### config.mk
export PLATFORM = sky130hd
export DESIGN_NAME = adcth_top
export DESIGN_NICKNAME = d
export VERILOG_FILES = /design/src/rtl/adcth_pkg.sv /design/src/rtl/adcth_trig_sel.sv /design/src/rtl/adcth_top.sv
export SDC_FILE = /design/constraint.sdc
export NUM_CORES = 1
export LEC_CHECK = 0
export BUFFER_PORTS_ARGS = -buffer_cell sky130_fd_sc_hd__buf_4
export CAP_MARGIN = 15
export CORE_MARGIN = 2
export CORE_UTILIZATION = 55
export CTS_CLUSTER_SIZE = 28
export DETAILED_ROUTE_END_ITERATION = 7
export HOLD_SLACK_MARGIN = 0.02
export PLACE_DENSITY_LB_ADDON = 0.08
export SKIP_CTS_REPAIR_TIMING = 1
export SYNTH_ARGS = -nofsm -noshare
export SYNTH_HDL_FRONTEND = slang
export SYNTH_SLANG_ARGS = --single-unit
### constraint.sdc
create_clock -name ref_clk -period 4.3 [get_ports ref_clk]
set_clock_uncertainty 0.1 [all_clocks]
set_input_delay 0.86 -clock ref_clk [delete_from_list [all_inputs] [get_ports ref_clk]]
set_output_delay 0.86 -clock ref_clk [all_outputs]
set_load 0.05 [all_outputs]
### src/rtl/adcth_pkg.sv
// Functional notes
// - Select one: previous takes filter output at start
// - Select zero: previous takes result at start
// - Previous follows result justification when select zero
// - Previous is 16-bit read-only, two bytes, reset zero
// - Accumulator 18-bit signed, upper bits read sign
// - Accumulator writable only while no conversion runs
// - Accumulator reached as low, high, upper byte
// - Setpoint 16-bit signed read/write, reset zero
// - Error 16-bit signed, read-only, formula by mode
// - Error against thresholds sets below/above flags
// - Threshold interrupt fires per interrupt mode field
// - Lower/upper thresholds 16-bit signed, reset zero
// - Software trigger codes: channel write, result/error reads
// - Codes for logic cells, change flag, comparator, oscillator
// - Codes for PWM, capture/compare and timers
// - Code one pin, zero disabled, top reserved
// - Port C group: eight enable bits, reset zero
// - Port A group: bits 0,1,2,4,5 only
// - Port B group: bits 4 to 7 only
// - Filter output is accumulator shifted right arithmetically
// - Averaging modes check only when count reaches setting
package adcth_pkg;

  // Register indices; byte address is four times the index.
  localparam logic [13:0] IDX_LTH_L = 14'h1d0c;
  localparam logic [13:0] IDX_LTH_H = 14'h1d0d;
  localparam logic [13:0] IDX_UTH_L = 14'h1d0e;
  localparam logic [13:0] IDX_UTH_H = 14'h1d0f;
  localparam logic [13:0] IDX_ERR_L = 14'h1d10;
  localparam logic [13:0] IDX_ERR_H = 14'h1d11;
  localparam logic [13:0] IDX_STP_L = 14'h1d12;
  localparam logic [13:0] IDX_STP_H = 14'h1d13;
  localparam logic [13:0] IDX_FLT_L = 14'h1d14;
  localparam logic [13:0] IDX_FLT_H = 14'h1d15;
  localparam logic [13:0] IDX_ACC_L = 14'h1d16;
  localparam logic [13:0] IDX_ACC_H = 14'h1d17;
  localparam logic [13:0] IDX_ACC_U = 14'h1d18;
  localparam logic [13:0] IDX_CNT   = 14'h1d19;
  localparam logic [13:0] IDX_RPT   = 14'h1d1a;
  localparam logic [13:0] IDX_PRV_L = 14'h1d1b;
  localparam logic [13:0] IDX_PRV_H = 14'h1d1c;
  localparam logic [13:0] IDX_RES_L = 14'h1d1d;
  localparam logic [13:0] IDX_RES_H = 14'h1d1e;
  localparam logic [13:0] IDX_PCH   = 14'h1d1f;
  localparam logic [13:0] IDX_CON0  = 14'h1d26;
  localparam logic [13:0] IDX_CON2  = 14'h1d28;
  localparam logic [13:0] IDX_CON3  = 14'h1d29;
  localparam logic [13:0] IDX_STAT  = 14'h1d2a;
  localparam logic [13:0] IDX_ACT   = 14'h1d2c;
  localparam logic [13:0] IDX_CGA   = 14'h1d2e;
  localparam logic [13:0] IDX_CGB   = 14'h1d2f;
  localparam logic [13:0] IDX_CGC   = 14'h1d30;

  // Field positions.
  localparam int CON0_GO_BIT   = 0;
  localparam int CON0_FM_BIT   = 2;
  localparam int CON2_PREVIOUS_SOURCE_SELECT_BIT = 7;
  localparam int CON2_CRS_LSB  = 4;
  localparam int CON3_ERROR_MODE_A_LSB = 4;
  localparam int STAT_ABOVE_UPPER_FLAG_BIT = 6;
  localparam int STAT_BELOW_LOWER_FLAG_BIT = 5;

  // Implemented group enable bits per port.
  localparam logic [7:0] CGA_MASK = 8'h37;
  localparam logic [7:0] CGB_MASK = 8'hf0;
  localparam logic [7:0] CGC_MASK = 8'hff;

  // Reset values.
  localparam logic [7:0]  RST_BYTE = 8'h00;
  localparam logic [15:0] RST_WORD = 16'h0000;
  localparam logic [17:0] RST_ACC  = 18'h00000;

  // Trigger source codes.
  localparam logic [5:0] TRIG_OFF     = 6'h00;
  localparam logic [5:0] TRIG_ERRH_RD = 6'h14;
  localparam logic [5:0] TRIG_RESH_RD = 6'h15;
  localparam logic [5:0] TRIG_PCH_WR  = 6'h16;
  localparam int         NUM_HW_TRIG  = 19;

  // Computation modes.
  localparam logic [2:0] MD_BASIC = 3'h0;
  localparam logic [2:0] MD_AVG   = 3'h2;
  localparam logic [2:0] MD_BURST = 3'h3;
  localparam logic [2:0] MD_LPF   = 3'h4;

  // Error formulas.
  localparam logic [2:0] ERROR_MODE_A_RES_PREV = 3'h0;
  localparam logic [2:0] ERROR_MODE_A_RES_STPT = 3'h1;
  localparam logic [2:0] ERROR_MODE_A_FLT_STPT = 3'h2;

  // Threshold interrupt conditions.
  localparam logic [2:0] TMD_NEVER   = 3'h0;
  localparam logic [2:0] TMD_BELOW   = 3'h1;
  localparam logic [2:0] TMD_NBELOW  = 3'h2;
  localparam logic [2:0] TMD_INSIDE  = 3'h3;
  localparam logic [2:0] TMD_OUTSIDE = 3'h4;
  localparam logic [2:0] TMD_NABOVE  = 3'h5;
  localparam logic [2:0] TMD_ABOVE   = 3'h6;

  typedef enum logic [1:0] {ST_IDLE, ST_CONV, ST_ERROR_MODE_A, ST_CHECK} adcth_state_e;

endpackage

### src/rtl/adcth_trig_sel.sv
module adcth_trig_sel #(
  parameter int NSRC = 19
) (
  input  wire logic            ref_clk,   // System clock.
  input  wire logic            rst,       // Synchronous reset.
  input  wire logic [5:0]      trig_code, // Selected trigger source.
  input  wire logic [NSRC-1:0] src_async, // Source k answers code k+1.
  output logic                 hw_trig    // Rising edge of selected source.
);

  logic [NSRC-1:0] s1_reg;
  logic [NSRC-1:0] s2_reg;
  logic [NSRC-1:0] s3_reg;
  logic [NSRC-1:0] rise;
  logic [5:0]      sel_m1;

  // Sources may come from pins, so each passes two flops before use.
  genvar g;
  generate
    for (g = 0; g < NSRC; g++) begin : g_src
      always_ff @(posedge ref_clk) begin
        if (rst) begin
          s1_reg[g] <= 1'b0;
          s2_reg[g] <= 1'b0;
          s3_reg[g] <= 1'b0;
        end else begin
          s1_reg[g] <= src_async[g];
          s2_reg[g] <= s1_reg[g];
          s3_reg[g] <= s2_reg[g];
        end
      end
      assign rise[g] = s2_reg[g] & ~s3_reg[g];
    end
  endgenerate

  assign sel_m1 = trig_code - 6'h01;

  // Code zero disables; codes above the source range come from software or are reserved.
  always_comb begin
    hw_trig = 1'b0;
    if (trig_code != adcth_pkg::TRIG_OFF && trig_code <= 6'(NSRC)) begin
      hw_trig = rise[sel_m1[4:0]];
    end
  end

endmodule

### src/rtl/adcth_top.sv
module adcth_top (
  input  wire logic        ref_clk,     // System clock, 10 MHz.
  input  wire logic        rst,         // Synchronous reset, active high.
  input  wire logic        psel,        // APB select.
  input  wire logic        penable,     // APB enable.
  input  wire logic        pwrite,      // APB direction, high for write.
  input  wire logic [15:0] paddr,       // APB byte address.
  input  wire logic [31:0] pwdata,      // APB write data.
  input  wire logic [3:0]  pstrb,       // APB byte strobes.
  output logic      [31:0] prdata,      // APB read data.
  output logic             pready,      // APB ready.
  output logic             pslverr,     // APB error on unmapped address.
  input  wire logic [18:0] trig_src,    // Peripheral trigger sources.
  input  wire logic        conv_done,   // Sequencer: conversion finished.
  input  wire logic [9:0]  conv_result, // Sequencer: raw result.
  output logic             conv_start,  // Pulse: start a conversion.
  output logic             conv_busy,   // Conversion in progress.
  output logic      [5:0]  chan_sel,    // Selected input channel.
  output logic             thr_irq,     // Pulse: threshold interrupt.
  output logic      [7:0]  grp_en_a,    // Port A group enables.
  output logic      [7:0]  grp_en_b,    // Port B group enables.
  output logic      [7:0]  grp_en_c     // Port C group enables.
);

  adcth_pkg::adcth_state_e state_reg;

  logic [15:0] lth_reg;
  logic [15:0] uth_reg;
  logic [15:0] stpt_reg;
  logic [15:0] err_reg;
  logic [15:0] prev_reg;
  logic [15:0] res_reg;
  logic [17:0] acc_reg;
  logic [7:0]  cnt_reg;
  logic [7:0]  rpt_reg;
  logic [5:0]  pch_reg;
  logic [5:0]  act_reg;
  logic        fm_reg;
  logic        previous_source_select_reg;
  logic [2:0]  crs_reg;
  logic [2:0]  md_reg;
  logic [2:0]  error_mode_a_reg;
  logic [2:0]  tmd_reg;
  logic        above_upper_flag_reg;
  logic        below_lower_flag_reg;
  logic        go_reg;
  logic        start_reg;
  logic        irq_reg;
  logic [7:0]  cga_reg;
  logic [7:0]  cgb_reg;
  logic [7:0]  cgc_reg;
  logic        pready_reg;
  logic        pslverr_reg;
  logic [31:0] prdata_reg;

  logic [13:0] idx;
  logic        acc_en;
  logic        wr_en;
  logic        rd_en;
  logic [7:0]  wb;
  logic [7:0]  rd_byte;
  logic        rd_hit;
  logic        hw_trig;
  logic        sw_trig;
  logic        start;
  logic        done_now;
  logic [15:0] filt;
  logic [15:0] err_next;
  logic [15:0] res_next;
  logic        below;
  logic        above;
  logic        uses_cnt;
  logic        check_ok;
  logic        irq_cond;

  // APB: one wait state so that read data leaves a flop.
  assign idx    = paddr[15:2];
  assign acc_en = psel & penable & pready_reg;
  assign wr_en  = acc_en & pwrite & pstrb[0];
  assign rd_en  = acc_en & ~pwrite;
  assign wb     = pwdata[7:0];

  always_ff @(posedge ref_clk) begin
    if (rst) begin
      pready_reg <= 1'b0;
    end else begin
      pready_reg <= psel & penable & ~pready_reg;
    end
  end

  always_ff @(posedge ref_clk) begin
    if (rst) begin
      prdata_reg  <= 32'h00000000;
      pslverr_reg <= 1'b0;
    end else if (psel & penable & ~pready_reg) begin
      prdata_reg  <= {24'h000000, rd_byte};
      pslverr_reg <= ~rd_hit;
    end else begin
      pslverr_reg <= 1'b0;
    end
  end

  // Filter output follows the accumulator, low-pass mode included.
  assign filt = 16'($signed(acc_reg) >>> crs_reg);

  always_comb begin
    rd_hit  = 1'b1;
    rd_byte = 8'h00;
    case (idx)
      adcth_pkg::IDX_LTH_L: rd_byte = lth_reg[7:0];
      adcth_pkg::IDX_LTH_H: rd_byte = lth_reg[15:8];
      adcth_pkg::IDX_UTH_L: rd_byte = uth_reg[7:0];
      adcth_pkg::IDX_UTH_H: rd_byte = uth_reg[15:8];
      adcth_pkg::IDX_ERR_L: rd_byte = err_reg[7:0];
      adcth_pkg::IDX_ERR_H: rd_byte = err_reg[15:8];
      adcth_pkg::IDX_STP_L: rd_byte = stpt_reg[7:0];
      adcth_pkg::IDX_STP_H: rd_byte = stpt_reg[15:8];
      adcth_pkg::IDX_FLT_L: rd_byte = filt[7:0];
      adcth_pkg::IDX_FLT_H: rd_byte = filt[15:8];
      adcth_pkg::IDX_ACC_L: rd_byte = acc_reg[7:0];
      adcth_pkg::IDX_ACC_H: rd_byte = acc_reg[15:8];
      adcth_pkg::IDX_ACC_U: rd_byte = {{6{acc_reg[17]}}, acc_reg[17:16]};
      adcth_pkg::IDX_CNT:   rd_byte = cnt_reg;
      adcth_pkg::IDX_RPT:   rd_byte = rpt_reg;
      adcth_pkg::IDX_PRV_L: rd_byte = prev_reg[7:0];
      adcth_pkg::IDX_PRV_H: rd_byte = prev_reg[15:8];
      adcth_pkg::IDX_RES_L: rd_byte = res_reg[7:0];
      adcth_pkg::IDX_RES_H: rd_byte = res_reg[15:8];
      adcth_pkg::IDX_PCH:   rd_byte = {2'b00, pch_reg};
      adcth_pkg::IDX_CON0:  rd_byte = {5'h00, fm_reg, 1'b0, go_reg};
      adcth_pkg::IDX_CON2:  rd_byte = {previous_source_select_reg, crs_reg, 1'b0, md_reg};
      adcth_pkg::IDX_CON3:  rd_byte = {1'b0, error_mode_a_reg, 1'b0, tmd_reg};
      adcth_pkg::IDX_STAT:  rd_byte = {1'b0, above_upper_flag_reg, below_lower_flag_reg, 5'h00};
      adcth_pkg::IDX_ACT:   rd_byte = {2'b00, act_reg};
      adcth_pkg::IDX_CGA:   rd_byte = cga_reg;
      adcth_pkg::IDX_CGB:   rd_byte = cgb_reg;
      adcth_pkg::IDX_CGC:   rd_byte = cgc_reg;
      default:              rd_hit  = 1'b0;
    endcase
  end

  // Threshold and setpoint registers.
  always_ff @(posedge ref_clk) begin
    if (rst) begin
      lth_reg  <= adcth_pkg::RST_WORD;
      uth_reg  <= adcth_pkg::RST_WORD;
      stpt_reg <= adcth_pkg::RST_WORD;
    end else if (wr_en) begin
      case (idx)
        adcth_pkg::IDX_LTH_L: lth_reg[7:0]   <= wb;
        adcth_pkg::IDX_LTH_H: lth_reg[15:8]  <= wb;
        adcth_pkg::IDX_UTH_L: uth_reg[7:0]   <= wb;
        adcth_pkg::IDX_UTH_H: uth_reg[15:8]  <= wb;
        adcth_pkg::IDX_STP_L: stpt_reg[7:0]  <= wb;
        adcth_pkg::IDX_STP_H: stpt_reg[15:8] <= wb;
        default: ;
      endcase
    end
  end

  // Control fields.
  always_ff @(posedge ref_clk) begin
    if (rst) begin
      pch_reg  <= 6'h00;
      act_reg  <= adcth_pkg::TRIG_OFF;
      fm_reg   <= 1'b0;
      previous_source_select_reg <= 1'b0;
      crs_reg  <= 3'h0;
      md_reg   <= adcth_pkg::MD_BASIC;
      error_mode_a_reg <= adcth_pkg::ERROR_MODE_A_RES_PREV;
      tmd_reg  <= adcth_pkg::TMD_NEVER;
      rpt_reg  <= adcth_pkg::RST_BYTE;
    end else if (wr_en) begin
      case (idx)
        adcth_pkg::IDX_PCH:  pch_reg <= wb[5:0];
        adcth_pkg::IDX_ACT:  act_reg <= wb[5:0];
        adcth_pkg::IDX_RPT:  rpt_reg <= wb;
        adcth_pkg::IDX_CON0: fm_reg  <= wb[adcth_pkg::CON0_FM_BIT];
        adcth_pkg::IDX_CON2: begin
          previous_source_select_reg <= wb[adcth_pkg::CON2_PREVIOUS_SOURCE_SELECT_BIT];
          crs_reg  <= wb[adcth_pkg::CON2_CRS_LSB +: 3];
          md_reg   <= wb[2:0];
        end
        adcth_pkg::IDX_CON3: begin
          error_mode_a_reg <= wb[adcth_pkg::CON3_ERROR_MODE_A_LSB +: 3];
          tmd_reg  <= wb[2:0];
        end
        default: ;
      endcase
    end
  end

  // Channel group enables; unimplemented bits never store a one.
  always_ff @(posedge ref_clk) begin
    if (rst) begin
      cga_reg <= adcth_pkg::RST_BYTE;
      cgb_reg <= adcth_pkg::RST_BYTE;
      cgc_reg <= adcth_pkg::RST_BYTE;
    end else if (wr_en) begin
      case (idx)
        adcth_pkg::IDX_CGA: cga_reg <= wb & adcth_pkg::CGA_MASK;
        adcth_pkg::IDX_CGB: cgb_reg <= wb & adcth_pkg::CGB_MASK;
        adcth_pkg::IDX_CGC: cgc_reg <= wb & adcth_pkg::CGC_MASK;
        default: ;
      endcase
    end
  end

  adcth_trig_sel #(
    .NSRC (adcth_pkg::NUM_HW_TRIG)
  ) u_trig (
    .ref_clk   (ref_clk),
    .rst       (rst),
    .trig_code (act_reg),
    .src_async (trig_src),
    .hw_trig   (hw_trig)
  );

  // Software events, including the go bit itself.
  always_comb begin
    sw_trig = wr_en && idx == adcth_pkg::IDX_CON0 && wb[adcth_pkg::CON0_GO_BIT];
    case (act_reg)
      adcth_pkg::TRIG_PCH_WR:  sw_trig = sw_trig | (wr_en && idx == adcth_pkg::IDX_PCH);
      adcth_pkg::TRIG_RESH_RD: sw_trig = sw_trig | (rd_en && idx == adcth_pkg::IDX_RES_H);
      adcth_pkg::TRIG_ERRH_RD: sw_trig = sw_trig | (rd_en && idx == adcth_pkg::IDX_ERR_H);
      default:                 sw_trig = sw_trig;
    endcase
  end

  // Triggers outside idle are dropped, so each computation completes first.
  assign start    = state_reg == adcth_pkg::ST_IDLE && (hw_trig || sw_trig);
  assign done_now = state_reg == adcth_pkg::ST_CONV && conv_done;

  always_ff @(posedge ref_clk) begin
    if (rst) begin
      state_reg <= adcth_pkg::ST_IDLE;
    end else begin
      case (state_reg)
        adcth_pkg::ST_IDLE:  if (start) state_reg <= adcth_pkg::ST_CONV;
        adcth_pkg::ST_CONV:  if (conv_done) state_reg <= adcth_pkg::ST_ERROR_MODE_A;
        adcth_pkg::ST_ERROR_MODE_A:  state_reg <= adcth_pkg::ST_CHECK;
        adcth_pkg::ST_CHECK: state_reg <= adcth_pkg::ST_IDLE;
        default:             state_reg <= adcth_pkg::ST_IDLE;
      endcase
    end
  end

  always_ff @(posedge ref_clk) begin
    if (rst) begin
      go_reg    <= 1'b0;
      start_reg <= 1'b0;
    end else begin
      start_reg <= start;
      if (start) begin
        go_reg <= 1'b1;
      end else if (done_now) begin
        go_reg <= 1'b0;
      end
    end
  end

  // Captured at the start edge, before the new result lands.
  always_ff @(posedge ref_clk) begin
    if (rst) begin
      prev_reg <= adcth_pkg::RST_WORD;
    end else if (start) begin
      prev_reg <= previous_source_select_reg ? filt : res_reg;
    end
  end

  assign res_next = fm_reg ? {6'h00, conv_result} : {conv_result, 6'h00};

  always_ff @(posedge ref_clk) begin
    if (rst) begin
      res_reg <= adcth_pkg::RST_WORD;
    end else if (done_now) begin
      res_reg <= res_next;
    end
  end

  // Hardware accumulation wins over a stray software write.
  always_ff @(posedge ref_clk) begin
    if (rst) begin
      acc_reg <= adcth_pkg::RST_ACC;
    end else if (done_now) begin
      if (md_reg != adcth_pkg::MD_BASIC) begin
        acc_reg <= acc_reg + 18'(res_next);
      end
    end else if (wr_en && !go_reg) begin
      case (idx)
        adcth_pkg::IDX_ACC_L: acc_reg[7:0]   <= wb;
        adcth_pkg::IDX_ACC_H: acc_reg[15:8]  <= wb;
        adcth_pkg::IDX_ACC_U: acc_reg[17:16] <= wb[1:0];
        default: ;
      endcase
    end
  end

  assign uses_cnt = md_reg == adcth_pkg::MD_AVG || md_reg == adcth_pkg::MD_BURST
                    || md_reg == adcth_pkg::MD_LPF;
  assign check_ok = !uses_cnt || cnt_reg >= rpt_reg;

  always_ff @(posedge ref_clk) begin
    if (rst) begin
      cnt_reg <= adcth_pkg::RST_BYTE;
    end else if (done_now) begin
      if (cnt_reg != 8'hff) begin
        cnt_reg <= cnt_reg + 8'h01;
      end
    end else if (wr_en && idx == adcth_pkg::IDX_CNT) begin
      cnt_reg <= wb;
    end
  end

  always_comb begin
    case (error_mode_a_reg)
      adcth_pkg::ERROR_MODE_A_RES_PREV: err_next = res_reg - prev_reg;
      adcth_pkg::ERROR_MODE_A_RES_STPT: err_next = res_reg - stpt_reg;
      adcth_pkg::ERROR_MODE_A_FLT_STPT: err_next = filt - stpt_reg;
      default:                  err_next = filt - prev_reg;
    endcase
  end

  always_ff @(posedge ref_clk) begin
    if (rst) begin
      err_reg <= adcth_pkg::RST_WORD;
    end else if (state_reg == adcth_pkg::ST_ERROR_MODE_A) begin
      err_reg <= err_next;
    end
  end

  assign below = $signed(err_reg) < $signed(lth_reg);
  assign above = $signed(err_reg) > $signed(uth_reg);

  always_comb begin
    case (tmd_reg)
      adcth_pkg::TMD_NEVER:   irq_cond = 1'b0;
      adcth_pkg::TMD_BELOW:   irq_cond = below;
      adcth_pkg::TMD_NBELOW:  irq_cond = !below;
      adcth_pkg::TMD_INSIDE:  irq_cond = !below && !above;
      adcth_pkg::TMD_OUTSIDE: irq_cond = below || above;
      adcth_pkg::TMD_NABOVE:  irq_cond = !above;
      adcth_pkg::TMD_ABOVE:   irq_cond = above;
      default:                irq_cond = 1'b1;
    endcase
  end

  always_ff @(posedge ref_clk) begin
    if (rst) begin
      below_lower_flag_reg <= 1'b0;
      above_upper_flag_reg <= 1'b0;
    end else if (state_reg == adcth_pkg::ST_CHECK && check_ok) begin
      below_lower_flag_reg <= below;
      above_upper_flag_reg <= above;
    end
  end

  always_ff @(posedge ref_clk) begin
    if (rst) begin
      irq_reg <= 1'b0;
    end else begin
      irq_reg <= state_reg == adcth_pkg::ST_CHECK && check_ok && irq_cond;
    end
  end

  assign prdata     = prdata_reg;
  assign pready     = pready_reg;
  assign pslverr    = pslverr_reg;
  assign conv_start = start_reg;
  assign conv_busy  = go_reg;
  assign chan_sel   = pch_reg;
  assign thr_irq    = irq_reg;
  assign grp_en_a   = cga_reg;
  assign grp_en_b   = cgb_reg;
  assign grp_en_c   = cgc_reg;

endmodule

==> results.toml <==
[global_routing]
track_usage_pct = 36.85
first_global_vias = 14121
grt-ovfl-total = 0
antenna_found_initial = 2
grt_pass1_wl_um = 86050
grt_max_degree = 111

[clock_network]
clock-root-buffer = "clkbuf_16"
cts_tree = "yes"
htree_levels = 1
cts.sinks = 247
cts_max_path_buffers = 3
clk_latency_ps = 570
clk_pin_slew_ps = 60
numCtsBuffers = 27

[pwr]
p_sw_w = 0.001260
ir_drop_mv = 0.3037
p_leak_nw = 6.695
power.density_mw_per_mm2 = 293.0
switching_share_pct = 24.18
p_seq_share_pct = 44.4
comb_power_share_pct = 5.7
p_clk_share_pct = 49.8
p_int_w = 0.003951

[timing]
clock.fmax_mhz = 251.1
fin_crit_sh_pct = 92.61
slew_headroom_pct = 25.17
drv_slew = 0
timing.final.crit_period_ps = 3982
max_slew.worst_pin.slew_ps = 1121
setup_viol_count_final = 0
rsz0062_at_grt = "false"
holdWs_ps = 334.0
finalHoldViolations = 0
fin_setup_tns_ps = 0

[synthesis]
synth_xor_area_share_pct = 1.948
synth_top_family_by_area = "simple AND/OR/NAND/NOR gates"
yosysWarnings = 0
netlist.area_leader.share_pct = 31.41
yosysTopAreaCell = "dfxtp_1"
syn_area_mm2 = 0.01574
yosys-top-cells-area = "dfxtp_1 31%, ha_1 7.4%, mux2i_1 5.7%, nand2_1 5.4%, a21oi_1 5.1%"
avgSynthCellArea_um2 = 8.228
synth_flop_cell = "dfxtp_1"
ys_seq_elements = 247
synth-seq-area-share_pct = 31.41
synth_cells = 1913
synth_cell_types = 85
synth_edf_count = 0
postSynth.asyncResetShare_pct = 0
synth-adder-area-share_pct = 7.774
synth-compound-area-share_pct = 19.19
yosys.area_share.simple_pct = 24.22
yosys-mux-area-fraction_pct = 9.165

[cells_and_area]
drive_above_1_share_pct = 13.68
synthToLayoutAreaGrowth_pct = 12.99
layout.nets = 2158
seqCellArea_mm2 = 0.004945
num_antenna_cells = 0
multiInputGateArea_mm2 = 0.009940
nFillCells = 2502
final_common_cell = "dfxtp_1"
mostFrequentLayoutCells = "247 x dfxtp_1, 227 x nand2_1, 161 x a21oi_1"

[route]
routedWlPerCell_um = 24.00
vias = 15363
drt-initial-drc-count = 1778
final_antenna_net_count = 0
drc = 0
dr.pass1.iters = 7
via_per_inst = 6.471
wirelength_um = 56980

[critical_path]
worstSetupPathType = "reg -> reg"
critical_path_arrival_ps = 4350
cp.required_ps = 4660
path_max_fanout = 8
endpoint_kind = "flip-flop"
r2r_setup_slack_ps = 320
cp-start-kind = "flip-flop"

[floorplan]
die_w_um = 173.2
row_count = 61
die_area_mm2 = 0.02999
io_pins = 154
start_util_pct = 56.19
placeableCoreArea_mm2 = 0.02801
die_y_um = 173.2

[placement]
place_congestion = 1.053
dp_hpwl_um = 42650
io_buffer_count = 93

[worst_hold_path]
hp-class = "reg -> reg"

[run]
drv_cap = 0

[outcome]
status = "complete, no violations"
[worst max-delay path: stages, from the launching register on]
cell and delay (ps):
dfxtp_1 590, mux4_2 570, mux2i_1 400, ha_1 230, inv_1 60, fa_1 430, a211oi_1 290, o21ai_0 160
and2_1 210, a221oi_1 300, xnor2_1 190, mux2i_1 100, a211oi_1 250
[power by group through the flow]
stage	combinational [W]	clock, W	sequential, W
4_1_cts	0.000292	0.00260	0.00232
6_report	0.000299	0.00260	0.00232
3_5_place_dp	0.000291	0	0.00237
5_1_grt	0.000312	0.00270	0.00232
2_1_floorplan	0.000208	0	0.00237
3_3_place_gp	0.000290	0	0.00237
[kinds of logic (layout without fill, tap and decap cells)]
family / after synthesis / in the layout
compound gates: 447 / 447
xor+xnor: 35 / 35
fa+ha+maj: 96 / 96
buf+inv: 220 / 273
flops: 247 / 247
mux: 125 / 125
other cells: 1 / 31
simple gates: 742 / 742
[layer usage]
metal	up-vias	wire length [um]	track usage, %
li1	7011	-	-
met1	7303	23150	49.23
met2	849	25090	57.80
met3	196	5611	6.992
met4	4	3094	16.74
met5	-	31	0
[through the flow]
stage / instances / instance area, um^2 / worst slack, ps / utilization (%) / total power (W)
after global placement: 2324 / 16800 / 517.6 / 59.97 / 0.002657
after detailed placement: 2324 / 16800 / 399.0 / 59.97 / 0.002659
after global routing: 2374 / 17780 / 189.6 / 63.49 / 0.005333
after floorplan: 1943 / 15850 / 600.3 / - / 0.002576
final: 2374 / 17780 / 317.7 / 63.49 / 0.005212
after CTS: 2374 / 17780 / 390.8 / 63.49 / 0.005208
[area by class of cell]
| class | instances | area share, % |
|---|---|---|
| clock buffer | 32 | 4.017 |
| timing repair buffer | 150 | 6.564 |
| inverter | 73 | 1.541 |
| clock inverter | 18 | 1.527 |
| multi-input combinational | 1476 | 55.89 |
| sequential | 247 | 27.80 |
| tap | 378 | 2.659 |
[final timing paths]
| check | from | endpoint | depth (start not counted) |
|---|---|---|---|
| worst max-delay path | crs_reg[0]$_SDFFE_PP0P_ | err_reg[10]$_SDFFE_PP0P_ | 12 |
| worst min-delay path | u_trig.s1_reg[2]$_SDFF_PP0_ | u_trig.s2_reg[2]$_SDFF_PP0_ | 1 |
| worst max register to register | crs_reg[0]$_SDFFE_PP0P_ | err_reg[10]$_SDFFE_PP0P_ | 12 |
| worst min register to register | u_trig.s1_reg[2]$_SDFF_PP0_ | u_trig.s2_reg[2]$_SDFF_PP0_ | 1 |
[synthesized netlist by cell type (all sizes together) (8+ instances only)]
master and number:
mux2i 89, a32oi 9, xor2 15, mux2 23
nand4 26, and2 20, a22oi 31, ha 93
o211ai 15, buf 55, a311oi 14, a21oi 161
nor2b 81, and3 25, nor3b 8, nand2 227
inv 73, nor4 24, a21o 18, nor3 38
or3 11, a211oi 19, or2 10, o21ai 43
mux4 13, nand3 77, xnor2 20, a31oi 12
a22o 22, dfxtp 247, clkbuf 92, nand2b 21
nor2 139, a221oi 22, o21a 9
Power figures use the tool's default switching activity.
